--- src/shared/bwp_pkg.sv ---
// Package for the bus wait-state and prefetch block: constants, cycle kinds, carriers.
// Assumes one clock domain; all users import bwp_pkg::*.
package bwp_pkg;
   localparam int ADDR_W = 20;
   localparam int Q_DEPTH_WIDE = 6;
   localparam int Q_DEPTH_NARROW = 4;
   localparam int FREE_WIDE = 2;
   localparam int FREE_NARROW = 1;
   localparam int FIFO_DEPTH = 8;
   localparam int BYTES_WORD = 2;
   localparam int BYTES_BYTE = 1;
   localparam logic [ADDR_W-1:0] RESET_PC = 20'hFFFF0;
   localparam logic [ADDR_W-1:0] ADDR_ZERO = 20'h00000;
   localparam logic [15:0] DATA_ZERO = 16'h0000;

   typedef enum logic [1:0] {
      BWP_CYC_FETCH,
      BWP_CYC_READ,
      BWP_CYC_WRITE
   } bwp_cyc_e;

   typedef struct packed {
      logic [ADDR_W-1:0] addr;
      logic [15:0] wdata;
      logic write;
      logic io;
      logic ignore_ready;
   } bwp_req_s;

   typedef struct packed {
      logic [7:0] data;
      logic target;
   } bwp_qbyte_s;
endpackage : bwp_pkg
--- src/design/bwp_core.sv ---
// Bus interface: ready combining, wait states and instruction prefetch queue.
// Assumes one core clock; ready pins come from off chip; memory answers in T3/Tw.
// Operation
// - A wait state is added only when both ready inputs are low.
// - Wait states continue without limit while not ready.
// - Ready inputs are ignored for internal registers and ready-ignore regions.
// - The async ready passes two flip-flops in series.
// - A low latch stage forces not-ready, a high one passes the pin level.
// - Async ready changes outside sampling have no effect.
// - Sync ready is sampled in T3 and each Tw to choose final or wait.
// - Sync ready changes outside sampling change nothing.
// - The wide-bus queue holds six bytes and fetches one word per cycle.
// - Wide-bus fetches start with two bytes free and no execute request.
// - On the wide bus, a jump to an odd address fetches one byte, then even words.
// - The narrow-bus queue holds four bytes, refills at one free, one byte each.
// - The queue holds bytes from consecutive addresses after the current one.
// - A control transfer flushes the queue and fetches from the target.
// - Execute requests suspend prefetch, letting a running fetch finish.
module bwp_core
   import bwp_pkg::*;
#(
   parameter bit WIDE_BUS = 1'b1
) (
   input wire logic core_clk,
   input wire logic rst,
   input wire logic async_ready_in,
   input wire logic sync_ready_in,
   input wire logic region_ignore_ready,
   input wire logic internal_sel,
   output logic bus_start,
   output logic bus_active,
   output logic [ADDR_W-1:0] bus_addr,
   output logic bus_word,
   output logic [1:0] bus_kind,
   output logic [15:0] bus_wdata,
   input wire logic [15:0] bus_rdata,
   output logic bus_done,
   output logic in_wait,
   input wire logic execute_unit_req,
   input wire bwp_pkg::bwp_req_s execute_unit_cmd,
   output logic execute_unit_ack,
   output logic [15:0] execute_unit_rdata,
   input wire logic execute_unit_jump,
   input wire logic [ADDR_W-1:0] execute_unit_target,
   output logic op_valid,
   input wire logic op_ready,
   output logic [7:0] op_byte,
   output logic op_is_target
);
   import bwp_pkg::*;

   typedef enum logic [2:0] {
      BWP_T1,
      BWP_T2,
      BWP_T3,
      BWP_TW,
      BWP_T4,
      BWP_IDLE
   } bwp_state_e;

   localparam int QCAP = WIDE_BUS ? Q_DEPTH_WIDE : Q_DEPTH_NARROW;
   localparam int NEED = WIDE_BUS ? FREE_WIDE : FREE_NARROW;
   localparam int CW = $clog2(FIFO_DEPTH + 1);

   function automatic logic word_sel(input logic odd);
      word_sel = WIDE_BUS && !odd;
   endfunction : word_sel

   // Bytes one fetch brings; pc step and space check must agree
   function automatic int fetch_len(input logic word);
      fetch_len = word ? BYTES_WORD : BYTES_BYTE;
   endfunction : fetch_len

   // Async ready: resolve flop, then latch; rise and fall both pass the two flops
   logic async_ready_in_resolve_reg;
   logic async_ready_in_latch_reg;
   logic sync_ready_in_s1_reg;
   logic sync_ready_in_reg;
   logic async_ready_in_pin_s1_reg;
   logic async_ready_in_pin_reg;

   bwp_state_e state_reg;
   bwp_state_e state_next;
   bwp_cyc_e kind_reg;
   logic ign_reg;
   logic word_reg;
   logic tgt_pending_reg;
   logic [ADDR_W-1:0] fetch_pc_reg;
   logic [ADDR_W-1:0] addr_reg;
   logic [15:0] wdata_reg;
   logic [15:0] rdata_reg;
   logic [7:0] hi_byte_reg;
   logic hi_pend_reg;
   logic hi_tgt_reg;
   logic ack_reg;
   logic flushed_reg;
   logic [CW-1:0] q_count;
   logic fifo_in_ready;
   bwp_cyc_e kind_next;
   logic [ADDR_W-1:0] addr_next;
   logic word_next;
   logic [ADDR_W-1:0] fetch_pc_next;

   always_ff @(posedge core_clk or posedge rst) begin
      if (rst) begin
         async_ready_in_resolve_reg <= 1'b0;
         async_ready_in_latch_reg <= 1'b0;
      end else begin
         async_ready_in_resolve_reg <= async_ready_in;
         async_ready_in_latch_reg <= async_ready_in_resolve_reg;
      end
   end

   // Pin level seen past the latch also crosses two flops
   always_ff @(posedge core_clk or posedge rst) begin
      if (rst) begin
         async_ready_in_pin_s1_reg <= 1'b0;
         async_ready_in_pin_reg <= 1'b0;
      end else begin
         async_ready_in_pin_s1_reg <= async_ready_in;
         async_ready_in_pin_reg <= async_ready_in_pin_s1_reg;
      end
   end

   always_ff @(posedge core_clk or posedge rst) begin
      if (rst) begin
         sync_ready_in_s1_reg <= 1'b0;
         sync_ready_in_reg <= 1'b0;
      end else begin
         sync_ready_in_s1_reg <= sync_ready_in;
         sync_ready_in_reg <= sync_ready_in_s1_reg;
      end
   end

   // Latched low forces not-ready; latched high passes the (synchronised) pin level
   wire async_ready_in_eff = async_ready_in_latch_reg && async_ready_in_pin_reg;
   wire ready_any = async_ready_in_eff || sync_ready_in_reg;
   // Ready only looked at in T3/Tw; other edges are don't-care
   wire sample_pt = (state_reg == BWP_T3) || (state_reg == BWP_TW);
   wire go_final = ign_reg || ready_any;

   // Free space counts the queue plus a held high byte and an in-flight fetch
   wire [CW-1:0] held = CW'(hi_pend_reg);
   wire fetch_busy = bus_active && (kind_reg == BWP_CYC_FETCH) && !flushed_reg;
   // Bytes of the running fetch not yet queued; leaving them out overfills
   wire [CW-1:0] in_flight = fetch_busy ? CW'(fetch_len(word_reg)) : '0;
   wire [CW-1:0] used = q_count + held + in_flight;
   wire [CW-1:0] free_bytes = (used >= CW'(QCAP)) ? '0 : CW'(QCAP) - used;
   wire fetch_ok = (free_bytes >= CW'(NEED)) && !execute_unit_req;
   wire odd_fetch = fetch_pc_reg[0];
   wire idle_like = (state_reg == BWP_IDLE) || (state_reg == BWP_T4);
   wire start_ex = idle_like && execute_unit_req && !execute_unit_jump;
   wire start_fetch = idle_like && !execute_unit_req && fetch_ok && !execute_unit_jump;

   always_comb begin
      state_next = state_reg;
      case (state_reg)
         BWP_IDLE, BWP_T4: begin
            state_next = (start_ex || start_fetch) ? BWP_T1 : BWP_IDLE;
         end
         BWP_T1: state_next = BWP_T2;
         BWP_T2: state_next = BWP_T3;
         BWP_T3, BWP_TW: begin
            state_next = go_final ? BWP_T4 : BWP_TW;
         end
         default: state_next = BWP_IDLE;
      endcase
   end

   // Cycle attributes load only at launch and stand for the whole cycle
   wire launch = start_ex || start_fetch;
   wire cycle_end = sample_pt && go_final;
   assign kind_next = !start_ex ? BWP_CYC_FETCH
      : (execute_unit_cmd.write ? BWP_CYC_WRITE : BWP_CYC_READ);
   assign addr_next = start_ex ? execute_unit_cmd.addr : fetch_pc_reg;
   assign word_next = start_ex ? WIDE_BUS : word_sel(odd_fetch);

   always_ff @(posedge core_clk or posedge rst) begin
      if (rst) begin
         state_reg <= BWP_IDLE;
      end else begin
         state_reg <= state_next;
      end
   end

   always_ff @(posedge core_clk or posedge rst) begin
      if (rst) begin
         kind_reg <= BWP_CYC_FETCH;
      end else if (launch) begin
         kind_reg <= kind_next;
      end
   end

   always_ff @(posedge core_clk or posedge rst) begin
      if (rst) begin
         addr_reg <= ADDR_ZERO;
      end else if (launch) begin
         addr_reg <= addr_next;
      end
   end

   always_ff @(posedge core_clk or posedge rst) begin
      if (rst) begin
         word_reg <= 1'b0;
      end else if (launch) begin
         word_reg <= word_next;
      end
   end

   always_ff @(posedge core_clk or posedge rst) begin
      if (rst) begin
         ign_reg <= 1'b0;
      end else if (launch) begin
         ign_reg <= internal_sel || region_ignore_ready;
      end
   end

   always_ff @(posedge core_clk or posedge rst) begin
      if (rst) begin
         wdata_reg <= DATA_ZERO;
      end else if (start_ex) begin
         wdata_reg <= execute_unit_cmd.wdata;
      end
   end

   always_ff @(posedge core_clk or posedge rst) begin
      if (rst) begin
         rdata_reg <= DATA_ZERO;
      end else if (cycle_end) begin
         rdata_reg <= bus_rdata;
      end
   end

   always_ff @(posedge core_clk or posedge rst) begin
      if (rst) begin
         ack_reg <= 1'b0;
      end else begin
         ack_reg <= cycle_end && (kind_reg != BWP_CYC_FETCH);
      end
   end

   // Bytes from a completed fetch; flushed fetch data is dropped silently
   wire fetch_done = (state_reg == BWP_T4) && (kind_reg == BWP_CYC_FETCH) && !flushed_reg;
   wire push_lo = fetch_done && !hi_pend_reg;
   wire push_hi = hi_pend_reg;
   wire fifo_push = (push_lo || push_hi) && !execute_unit_jump;
   bwp_qbyte_s push_byte;
   assign push_byte.data = push_hi ? hi_byte_reg
      : (addr_reg[0] ? rdata_reg[15:8] : rdata_reg[7:0]);
   assign push_byte.target = push_hi ? hi_tgt_reg : tgt_pending_reg;

   wire lo_taken = push_lo && fifo_in_ready;
   wire hi_taken = push_hi && fifo_in_ready;
   wire hi_load = lo_taken && word_reg && !execute_unit_jump;
   assign fetch_pc_next = fetch_pc_reg + ADDR_W'(fetch_len(word_sel(odd_fetch)));

   always_ff @(posedge core_clk or posedge rst) begin
      if (rst) begin
         fetch_pc_reg <= RESET_PC;
      end else if (execute_unit_jump) begin
         fetch_pc_reg <= execute_unit_target;
      end else if (start_fetch) begin
         fetch_pc_reg <= fetch_pc_next;
      end
   end

   always_ff @(posedge core_clk or posedge rst) begin
      if (rst) begin
         tgt_pending_reg <= 1'b1;
      end else if (execute_unit_jump) begin
         tgt_pending_reg <= 1'b1;
      end else if (lo_taken) begin
         tgt_pending_reg <= 1'b0;
      end
   end

   always_ff @(posedge core_clk or posedge rst) begin
      if (rst) begin
         hi_byte_reg <= 8'h00;
      end else if (hi_load) begin
         hi_byte_reg <= rdata_reg[15:8];
      end
   end

   always_ff @(posedge core_clk or posedge rst) begin
      if (rst) begin
         hi_tgt_reg <= 1'b0;
      end else if (hi_load) begin
         hi_tgt_reg <= 1'b0;
      end
   end

   // A new high byte wins over the drain of the old one
   always_ff @(posedge core_clk or posedge rst) begin
      if (rst) begin
         hi_pend_reg <= 1'b0;
      end else if (execute_unit_jump) begin
         hi_pend_reg <= 1'b0;
      end else if (hi_load) begin
         hi_pend_reg <= 1'b1;
      end else if (hi_taken) begin
         hi_pend_reg <= 1'b0;
      end
   end

   always_ff @(posedge core_clk or posedge rst) begin
      if (rst) begin
         flushed_reg <= 1'b0;
      end else if (execute_unit_jump) begin
         flushed_reg <= !idle_like || start_fetch;
      end else if (state_reg == BWP_T4) begin
         flushed_reg <= 1'b0;
      end
   end

   // Queue storage; reset and jump empty it
   bwp_fifo #(
      .WIDTH($bits(bwp_qbyte_s)),
      .DEPTH(FIFO_DEPTH)
   ) u_queue (
      .clk(core_clk),
      .rst(rst),
      .flush(execute_unit_jump),
      .in_valid(fifo_push),
      .in_ready(fifo_in_ready),
      .in_data(push_byte),
      .out_valid(op_valid),
      .out_ready(op_ready && !execute_unit_jump),
      .out_data({op_byte, op_is_target}),
      .count(q_count)
   );

   assign bus_start = (state_reg == BWP_T1);
   assign bus_active = (state_reg != BWP_IDLE);
   assign bus_addr = addr_reg;
   assign bus_word = word_reg;
   assign bus_kind = kind_reg;
   assign bus_wdata = wdata_reg;
   assign bus_done = (state_reg == BWP_T4);
   assign in_wait = (state_reg == BWP_TW);
   assign execute_unit_ack = ack_reg;
   assign execute_unit_rdata = rdata_reg;
endmodule : bwp_core

--- src/design/bwp_fifo.sv ---
// Synchronous FIFO with valid/ready on both sides.
// Assumes a single clock; flush drops all content in one cycle.
module bwp_fifo #(
   parameter int WIDTH = 9,
   parameter int DEPTH = 8
) (
   input wire logic clk,
   input wire logic rst,
   input wire logic flush,
   input wire logic in_valid,
   output logic in_ready,
   input wire logic [WIDTH-1:0] in_data,
   output logic out_valid,
   input wire logic out_ready,
   output logic [WIDTH-1:0] out_data,
   output logic [$clog2(DEPTH+1)-1:0] count
);
   localparam int AW = $clog2(DEPTH);
   localparam int CW = $clog2(DEPTH+1);
   logic [WIDTH-1:0] mem [DEPTH];
   logic [AW-1:0] wr_reg;
   logic [AW-1:0] rd_reg;
   logic [CW-1:0] cnt_reg;
   wire push = in_valid && in_ready;
   wire pop = out_valid && out_ready;

   function automatic logic [AW-1:0] bump(input logic [AW-1:0] p);
      bump = (p == AW'(DEPTH - 1)) ? '0 : p + 1'b1;
   endfunction : bump

   assign in_ready = (cnt_reg != CW'(DEPTH));
   assign out_valid = (cnt_reg != '0);
   assign out_data = mem[rd_reg];
   assign count = cnt_reg;

   always_ff @(posedge clk) begin
      if (push) begin
         mem[wr_reg] <= in_data;
      end
   end

   always_ff @(posedge clk or posedge rst) begin
      if (rst) begin
         wr_reg <= '0;
         rd_reg <= '0;
         cnt_reg <= '0;
      end else if (flush) begin
         wr_reg <= '0;
         rd_reg <= '0;
         cnt_reg <= '0;
      end else begin
         if (push) wr_reg <= bump(wr_reg);
         if (pop) rd_reg <= bump(rd_reg);
         cnt_reg <= cnt_reg + CW'(push) - CW'(pop);
      end
   end
endmodule : bwp_fifo

--- config.mk ---
export PLATFORM = sky130hd
export DESIGN_NAME = bwp_core
export DESIGN_NICKNAME = d
export VERILOG_FILES = /design/src/shared/bwp_pkg.sv /design/src/design/bwp_core.sv /design/src/design/bwp_fifo.sv
export SDC_FILE = /design/constraint.sdc
export NUM_CORES = 1
export LEC_CHECK = 0
export BUFFER_PORTS_ARGS = -buffer_cell sky130_fd_sc_hd__buf_2
export CAP_MARGIN = 20
export CELL_PAD_IN_SITES_DETAIL_PLACEMENT = 0
export CELL_PAD_IN_SITES_GLOBAL_PLACEMENT = 1
export CORE_MARGIN = 3
export CORE_UTILIZATION = 40
export CTS_CLUSTER_DIAMETER = 60
export DETAILED_ROUTE_END_ITERATION = 8
export PLACE_DENSITY_LB_ADDON = 0.12
export SLEW_MARGIN = 20
export SYNTH_ARGS = -nofsm -noshare
export SYNTH_HDL_FRONTEND = slang
export SYNTH_SLANG_ARGS = --single-unit
--- constraint.sdc ---
create_clock -name core_clk -period 4.1 [get_ports core_clk]
set_clock_uncertainty 0.05 [all_clocks]
set_input_delay 1.025 -clock core_clk [delete_from_list [all_inputs] [get_ports core_clk]]
set_output_delay 1.025 -clock core_clk [all_outputs]
set_load 0.005 [all_outputs]
==> impl_metrics.csv, run 1 <==
group,metric,value,unit
floorplan,dieArea,21300,um^2
logic_synthesis,ys_seq_elements,177,
global_route,grt_pass1_wl,30.8,mm
clock_tree,numCtsBuffers,17,
drt,wirelength,19.3,mm
sta,setup_viol,0,
power,powerDensity,650,nW/um^2
logic_synthesis,synth_top_area_share,27.6,%
power,p_leak,4.21,nW
sta,drv_slew,0,
worst_setup_path,critPathArrivalTime,4340,ps
logic_synthesis,ys.flop_type,"dfrtp_1",
logic_synthesis,synth.avg_cell_area,12.6,um^2
worst_setup_path,worstReg2RegStart,"state_reg[0]",
cells_and_area,instances_no_fill,1081,
worst_setup_path,path_class,"reg2reg",
clock_tree,clk-insertion-delay-late,430,ps
clock_tree,clock-root-buffer,"clkbuf_16",
clock_tree,path_clk_slew,70,ps
sta,maxSlewHeadroom,35.6,%
drt,drcViolationCount,0,
drt,wl_met3,1.01,mm
worst_setup_path,crit_path_max_fanout,8,
logic_synthesis,synth_cells,622,
floorplan,fp.coreArea,19000,um^2
worst_setup_path,worstPathCellList,"nand2b_4 > or2_4 > nand2_2 > nor2_2 > fa_2 > inv_2 > fa_1 > inv_2 > ha_4 > or4_4 > a2111oi_4 > nand3_2 > or4_1 > a31oi_1",
power,internal_power,4.27,mW
worst_hold_path,holdCritPathClass,"reg2reg",
worst_setup_path,crit_path_end_kind,"flop",
sta,post-route-period-util,98.4,%
drt,wire_per_inst,17.9,um
power,power,6.38,mW
place,dp_hpwl,13.6,mm
global_route,antenna_found_initial,2,
drt,drt-initial-drc-count,294,
clock_tree,cts.sinks,177,
place,port_buffers,151,
cells_and_area,fill_cells,1714,
logic_synthesis,synth-edff-count,72,
global_route,grt_max_degree,79,
logic_synthesis,synth.area.top_cells,"edfxtp_1 (28%), dfrtp_1 (27%), dfstp_2 (6.4%)",
power,switching_share,33.1,%
power,peakVddDrop,0.000322,V
logic_synthesis,synth-seq-area-share,61.4,%
power,clockPowerShare,25.3,%
worst_setup_path,slowest_delay,560,ps
place,gp_congestion,0.801,
floorplan,rows,50,
drt,antenna_left,0,
drt,firstDrtPassIters,4,
logic_synthesis,synth_top_area_cell,"edfxtp_1",
drt,vias_per_cell,5.13,
floorplan,die_x,146,um
floorplan,io_pins,154,
sta,hold_viol,0,
drt,vias,5549,
cells_and_area,multiInputGateArea,2880,um^2
cells_and_area,final_common_cell,"buf_2",
floorplan,initial_core_util,41.4,%
sta,worst_pin_slew,966,ps
logic_synthesis,syn_nets,724,
cells_and_area,largest_reg_flops,72,
worst_setup_path,cp.required,4400,ps
cells_and_area,layout_common_cells,"buf_2 (151), nand2_1 (95), dfrtp_1 (86)",
logic_synthesis,ys_warn_count,0,
place,place_inst,1040,
floorplan,die_h,146,um
global_route,grt_pass1_vias,5750,
drt,dr.max_layer_used,"met5",
drt,wl_met1,7.88,mm
sta,finalCriticalPeriod,4030,ps
cells_and_area,ff_latch_area,4810,um^2
clock_tree,cts_tree,"yes",
clock_tree,clk_path_buf_depth,2,
sta,max_freq,0.248,GHz
logic_synthesis,async_flop_share,59.3,%
worst_hold_path,hp-start,"async_ready_in_pin_s1_reg",
sta,layout_setup_ws,65.9,ps
clock_tree,h-tree-depth,4,
place,dp_slack,-49.7,ps
worst_setup_path,reg2reg_slack,70,ps
cells_and_area,nets,909,
logic_synthesis,ys_types,51,
cells_and_area,drive_gt1_share,39.1,%
outcome,status,"finished, final reports clean",
logic_synthesis,synth_area,7850,um^2
power,switchingPower,2.11,mW
flow_run,cap_violations,0,
cells_and_area,area_delta_synth_final,25.2,%
worst_setup_path,path_common_cell,"inv_2",
power,combinationalPowerShare,32.1,%
global_route,grt_overflow,0,
sta,grt_setup_unrepaired,"true",
power,power_frac_seq,42.6,%
worst_setup_path,worst_path_max_delay_cell,"dfstp_2",
drt,met2WireLength,10.1,mm
worst_setup_path,start_kind,"flop",
worst_setup_path,startpoint,"state_reg[0]",
global_route,track_usage,18.3,%
## power groups by stage
stage                     sequential, mW  combinational [mW]  clock, mW
final                               2.72                2.05       1.61
after floorplan                     2.68                1.19          0
after CTS                           2.72                2.01       1.66
after global routing                2.77                2.30       1.73
after detailed placement            2.75                1.99          0
after global placement              2.73                1.94          0
## cells by family (layout without fill, tap and decap cells)
group / count (synthesis) / after routing / synth area share [%]
muxes: 63 / 63 / 11.5
adders and majority gates: 18 / 18 / 3.16
other: 0 / 1 / 0
DFF: 177 / 177 / 61.4
buffers and inverters: 57 / 255 / 2.81
xor gates and xnor gates: 13 / 13 / 1.45
and+or+nand+nor: 210 / 210 / 12.6
AOI/OAI and AO/OA: 84 / 84 / 7.13
## per-stage QoR
stage                     instance area (um^2)  TNS, ps  hold WS, ps  util [%]
after floorplan                           7850        0          281         -
after global placement                    9090        0          287      48.0
after detailed placement                  9090     -161          285      48.0
after CTS                                 9710        0          301      51.2
after global routing                      9820     -169          308      51.8
final                                     9820        0          300      51.8
## cell type report
| class | instances | share of cell area, % |
|---|---|---|
| multi-input cells | 388 | 29.3 |
| clock inverters | 15 | 1.73 |
| inverters | 28 | 1.10 |
| repair buffers | 195 | 11.2 |
| diodes | 1 | 0.0255 |
| clock buffers | 17 | 4.33 |
| well taps | 260 | 3.31 |
| flip-flops and latches | 177 | 49.0 |
## path summary, 6_finish.rpt
check | endpoint | depth (start not counted)
max | fetch_pc_reg[15] | 14
min | async_ready_in_pin_reg | 0
max reg2reg | fetch_pc_reg[15] | 14
min reg2reg | async_ready_in_pin_reg | 0
max in group asynchronous | fetch_pc_reg[6] | 3
min in group asynchronous | execute_unit_rdata[9] | 2
## worst max-delay path: cells and delay by family, from the launching register on
kind | cells | cell delay (ps)
fa+ha+maj | 3 | 950
flops | 1 | 560
buf+inv | 2 | 160
compound gates | 2 | 570
simple gates | 7 | 1670
## repair_timing
| item | CTS | global route |
|---|---|---|
| setup buffers | 2 | 6 |
| hold endpoints to repair | 0 | 0 |
| endpoints found under the setup margin | 10 | 16 |
| pin swaps | 11 | 14 |
| hold buffers | 0 | 0 |
| gates resized for setup | 4 | 13 |
## cell usage after synthesis, types with 7 or more instances
cell / n
or3_1: 8
mux2i_1: 10
inv_1: 28
nor3_1: 11
nand4_1: 11
xor2_1: 7
nand3_1: 11
mux4_2: 18
edfxtp_1: 72
a222oi_1: 9
ha_1: 15
clkbuf_1: 25
o22ai_1: 7
nand2_1: 96
dfstp_2: 19
nor2_1: 41
a31oi_1: 13
dfrtp_1: 86
a21oi_1: 13
mux2_2: 35
o21ai_0: 26
## per-layer routing
| layer | vias up | GRT usage [%] |
|---|---|---|
| met2 | 143 | 32.1 |
| met3 | 28 | 4.16 |
| met1 | 2743 | 22.5 |
| met5 | - | 0 |
| met4 | 2 | 6.16 |
| li1 | 2633 | - |
Note: power is estimated with default switching activity, not from simulation.
==> run 2: changes to the inputs <==
--- a/config.mk
+++ b/config.mk
@@ -7,14 +7,13 @@
 export LEC_CHECK = 0
 export BUFFER_PORTS_ARGS = -buffer_cell sky130_fd_sc_hd__buf_2
 export CAP_MARGIN = 20
-export CELL_PAD_IN_SITES_DETAIL_PLACEMENT = 0
-export CELL_PAD_IN_SITES_GLOBAL_PLACEMENT = 1
 export CORE_MARGIN = 3
-export CORE_UTILIZATION = 40
+export CORE_UTILIZATION = 50
 export CTS_CLUSTER_DIAMETER = 60
 export DETAILED_ROUTE_END_ITERATION = 8
 export PLACE_DENSITY_LB_ADDON = 0.12
 export SLEW_MARGIN = 20
 export SYNTH_ARGS = -nofsm -noshare
 export SYNTH_HDL_FRONTEND = slang
+export SYNTH_HIERARCHICAL = 1
 export SYNTH_SLANG_ARGS = --single-unit
==> run 2 against run 1 <==
Net effect: register-to-register slack improved by 40 ps; final area increased by 0.68%; flip-flop and latch count unchanged; first-iteration DRC count increased by 30%; worst hold slack improved by 5.5 ps; global-route usage increased by 3.0 points; clock power about the same; combinational power decreased by 8%; core utilization increased by 12 points; die area decreased by 18%; critical endpoint is now bus_addr[11]; largest power group unchanged; highest routed layer is now met4.
==> impl_metrics.csv, run 2 <==
group,metric,value,unit
worst_setup_path,cp.required,4360,ps
floorplan,fp.coreArea,15400,um^2
sta,layout_setup_ws,107,ps
logic_synthesis,ys_warn_count,6,
sta,maxSlewHeadroom,31.5,%
drt,vias,5601,
sta,whs,305,ps
logic_synthesis,synth_cells,626,
worst_setup_path,crit_path_end_kind,"flop",
sta,setup_viol,0,
logic_synthesis,ys_types,60,
sta,post-route-period-util,97.4,%
clock_tree,clk-insertion-delay-late,420,ps
worst_hold_path,holdCritPathClass,"reg2reg",
cells_and_area,nets,910,
place,gp_congestion,0.797,
clock_tree,h-tree-depth,4,
worst_setup_path,worst_path_max_delay_cell,"or4_4",
power,peakVddDrop,0.000356,V
cells_and_area,final_common_cell,"buf_2",
worst_setup_path,worstPathCellList,"or3_4 > a21oi_4 > nor2b_4 > fa_2 > inv_2 > fa_1 > inv_2 > ha_4 > or4_4 > a222oi_1 > buf_4 > buf_12 > nand3_1 > buf_2 > o22ai_1 > a21oi_1",
worst_setup_path,start_kind,"flop",
sta,worst_pin_slew,1020,ps
floorplan,die_h,132,um
clock_tree,clock-root-buffer,"clkbuf_16",
drt,dr.max_layer_used,"met4",
drt,wl_met1,7.63,mm
drt,vias_per_cell,5.43,
clock_tree,cts_tree,"yes",
cells_and_area,layout_common_cells,"buf_2 (153), nand2_1 (97), dfrtp_1 (86)",
logic_synthesis,synth_top_area_cell,"edfxtp_1",
place,detailed_place.area,9130,um^2
logic_synthesis,ys_seq_elements,177,
global_route,track_usage,21.3,%
logic_synthesis,synth.avg_cell_area,12.8,um^2
place,dp_hpwl,13.0,mm
floorplan,rows,45,
sta,max_freq,0.250,GHz
floorplan,io_pins,154,
place,place_inst,994,
cells_and_area,largest_reg_flops,72,
global_route,grt_pass1_wl,29.7,mm
sta,drv_slew,0,
clock_tree,ctsHoldBuffers,0,
outcome,status,"finished, final reports clean",
power,p_leak,4.24,nW
logic_synthesis,async_flop_share,59.3,%
sta,grt_setup_unrepaired,"true",
cells_and_area,drive_gt1_share,37.3,%
logic_synthesis,synth-edff-count,72,
global_route,grt_max_degree,63,
floorplan,initial_core_util,51.8,%
drt,met2WireLength,9.39,mm
worst_setup_path,path_buf_inv,5,
logic_synthesis,synthTopCellsByCount,"nand2_1 (98), dfrtp_1 (86), edfxtp_1 (72), o21ai_0 (29)",
drt,wirelength,18.3,mm
drt,drcViolationCount,0,
drt,firstDrtPassIters,5,
cells_and_area,area_delta_synth_final,23.8,%
drt,drt-initial-drc-count,383,
worst_setup_path,crit_path_max_fanout,8,
flow_run,cap_violations,0,
cells_and_area,final_area,9890,um^2
place,port_buffers,151,
logic_synthesis,synth.area.top_cells,"edfxtp_1 (27%), dfrtp_1 (27%), dfstp_2 (6.3%)",
global_route,grt_pass1_vias,5701,
drt,wl_met3,1.05,mm
sta,fin_setup_tns,0,ps
logic_synthesis,yosysMostFrequentCell,"nand2_1",
clock_tree,numCtsBuffers,17,
cells_and_area,n_antenna_cell,0,
floorplan,dieArea,17500,um^2
power,powerDensity,633,nW/um^2
worst_setup_path,critPathArrivalTime,4250,ps
logic_synthesis,syn_nets,728,
place,dp_slack,-32.0,ps
worst_setup_path,slowest_delay,530,ps
clock_tree,cts.sinks,177,
power,power,6.26,mW
logic_synthesis,synth_top_area_share,27.1,%
worst_setup_path,path_class,"reg2reg",
global_route,grt_overflow,0,
clock_tree,path_clk_slew,70,ps
cells_and_area,postLayoutCoreUtil,64.1,%
logic_synthesis,ys.flop_type,"dfrtp_1",
global_route,antenna_found_initial,0,
logic_synthesis,synth_area,7990,um^2
clock_tree,clk_path_buf_depth,2,
cells_and_area,instances_no_fill,1032,
drt,antenna_left,0,
sta,finalCriticalPeriod,3990,ps
logic_synthesis,synth-seq-area-share,60.3,%
worst_setup_path,path_common_cell,"inv_2",
sta,hold_viol,0,
drt,wire_per_inst,17.8,um
worst_setup_path,critPathTopFamily,"simple AND/OR/NAND/NOR gates",
floorplan,die_x,132,um
==> run 2: changes by cell type after synthesis, sizes merged, moves of 5 or more <==
cell	delta
a31oi	-10
a222oi	-8
a21oi	+7
a221o	+8
nand2b	+5
and2	+9
xnor2	+6
nor2	-12
buf	+7
clkbuf	-9
==> run 2: cell type report <==
class,instances,area (um^2)
clock buffer,22,485
inverter,25,96.3
timing repair buffer,190,1070
multi-input combinational,397,3040
clock inverter,10,114
sequential,177,4810
fill,1264,5540
tap,211,264
==> run 2: cells by family after synthesis <==
logic type / Yosys count / synth area share (%)
AND/OR/NAND/NOR: 211 / 12.7
flip-flops: 177 / 60.3
AO/OA/AOI/OAI: 84 / 6.59
multiplexers: 68 / 12.8
buffers and inverters: 52 / 2.84
adder cells (fa/ha/maj): 18 / 3.10
XOR/XNOR: 16 / 1.75
==> run 2: worst reg2reg max path, cell delays in order, from the launching register on <==
cell      delay (ps)
dfrtp_1          380
or3_4            410
a21oi_4          140
nor2b_4          170
fa_2             210
inv_2             40
fa_1             490
inv_2             70
ha_4             150
or4_4            530
a222oi_1         320
buf_4            220
buf_12           130
nand3_1          130
buf_2            230
o22ai_1          150
a21oi_1           60
==> run 2: worst paths after layout <==
| path | slack [ps] | cells after the start | end | from |
|---|---|---|---|---|
| max in group asynchronous | 2540 | 3 | execute_unit_rdata[6] | rst |
| worst min-delay path | 310 | 0 | async_ready_in_pin_reg | async_ready_in_pin_s1_reg |
| worst max register to register | 110 | 16 | bus_addr[11] | bus_kind[1] |
| worst min register to register | 310 | 0 | async_ready_in_pin_reg | async_ready_in_pin_s1_reg |
| min in group asynchronous | 570 | 2 | u_queue/count[0] | rst |
| worst max-delay path | 110 | 16 | bus_addr[11] | bus_kind[1] |
==> run 2: metal layers <==
| layer | GRT usage (%) | vias up |
|---|---|---|
| met1 | 27.0 | 2811 |
| li1 | - | 2628 |
| met3 | 5.53 | 20 |
| met2 | 36.1 | 142 |
| met4 | 6.70 | 0 |
| met5 | 0 | - |
==> run 2: timing repair <==
item / 4_1_cts / 5_1_grt
buffers inserted: 1 / 3
gates cloned: 0 / 2
setup endpoints to repair: 5 / 41
pin swaps: 0 / 3
resized for setup: 0 / 24
==> run 2: power by group <==
part           switching [mW]  internal (mW)
combinational           0.975          0.918
clock                   0.700          0.927
sequential              0.325           2.41
total                    2.00           4.26
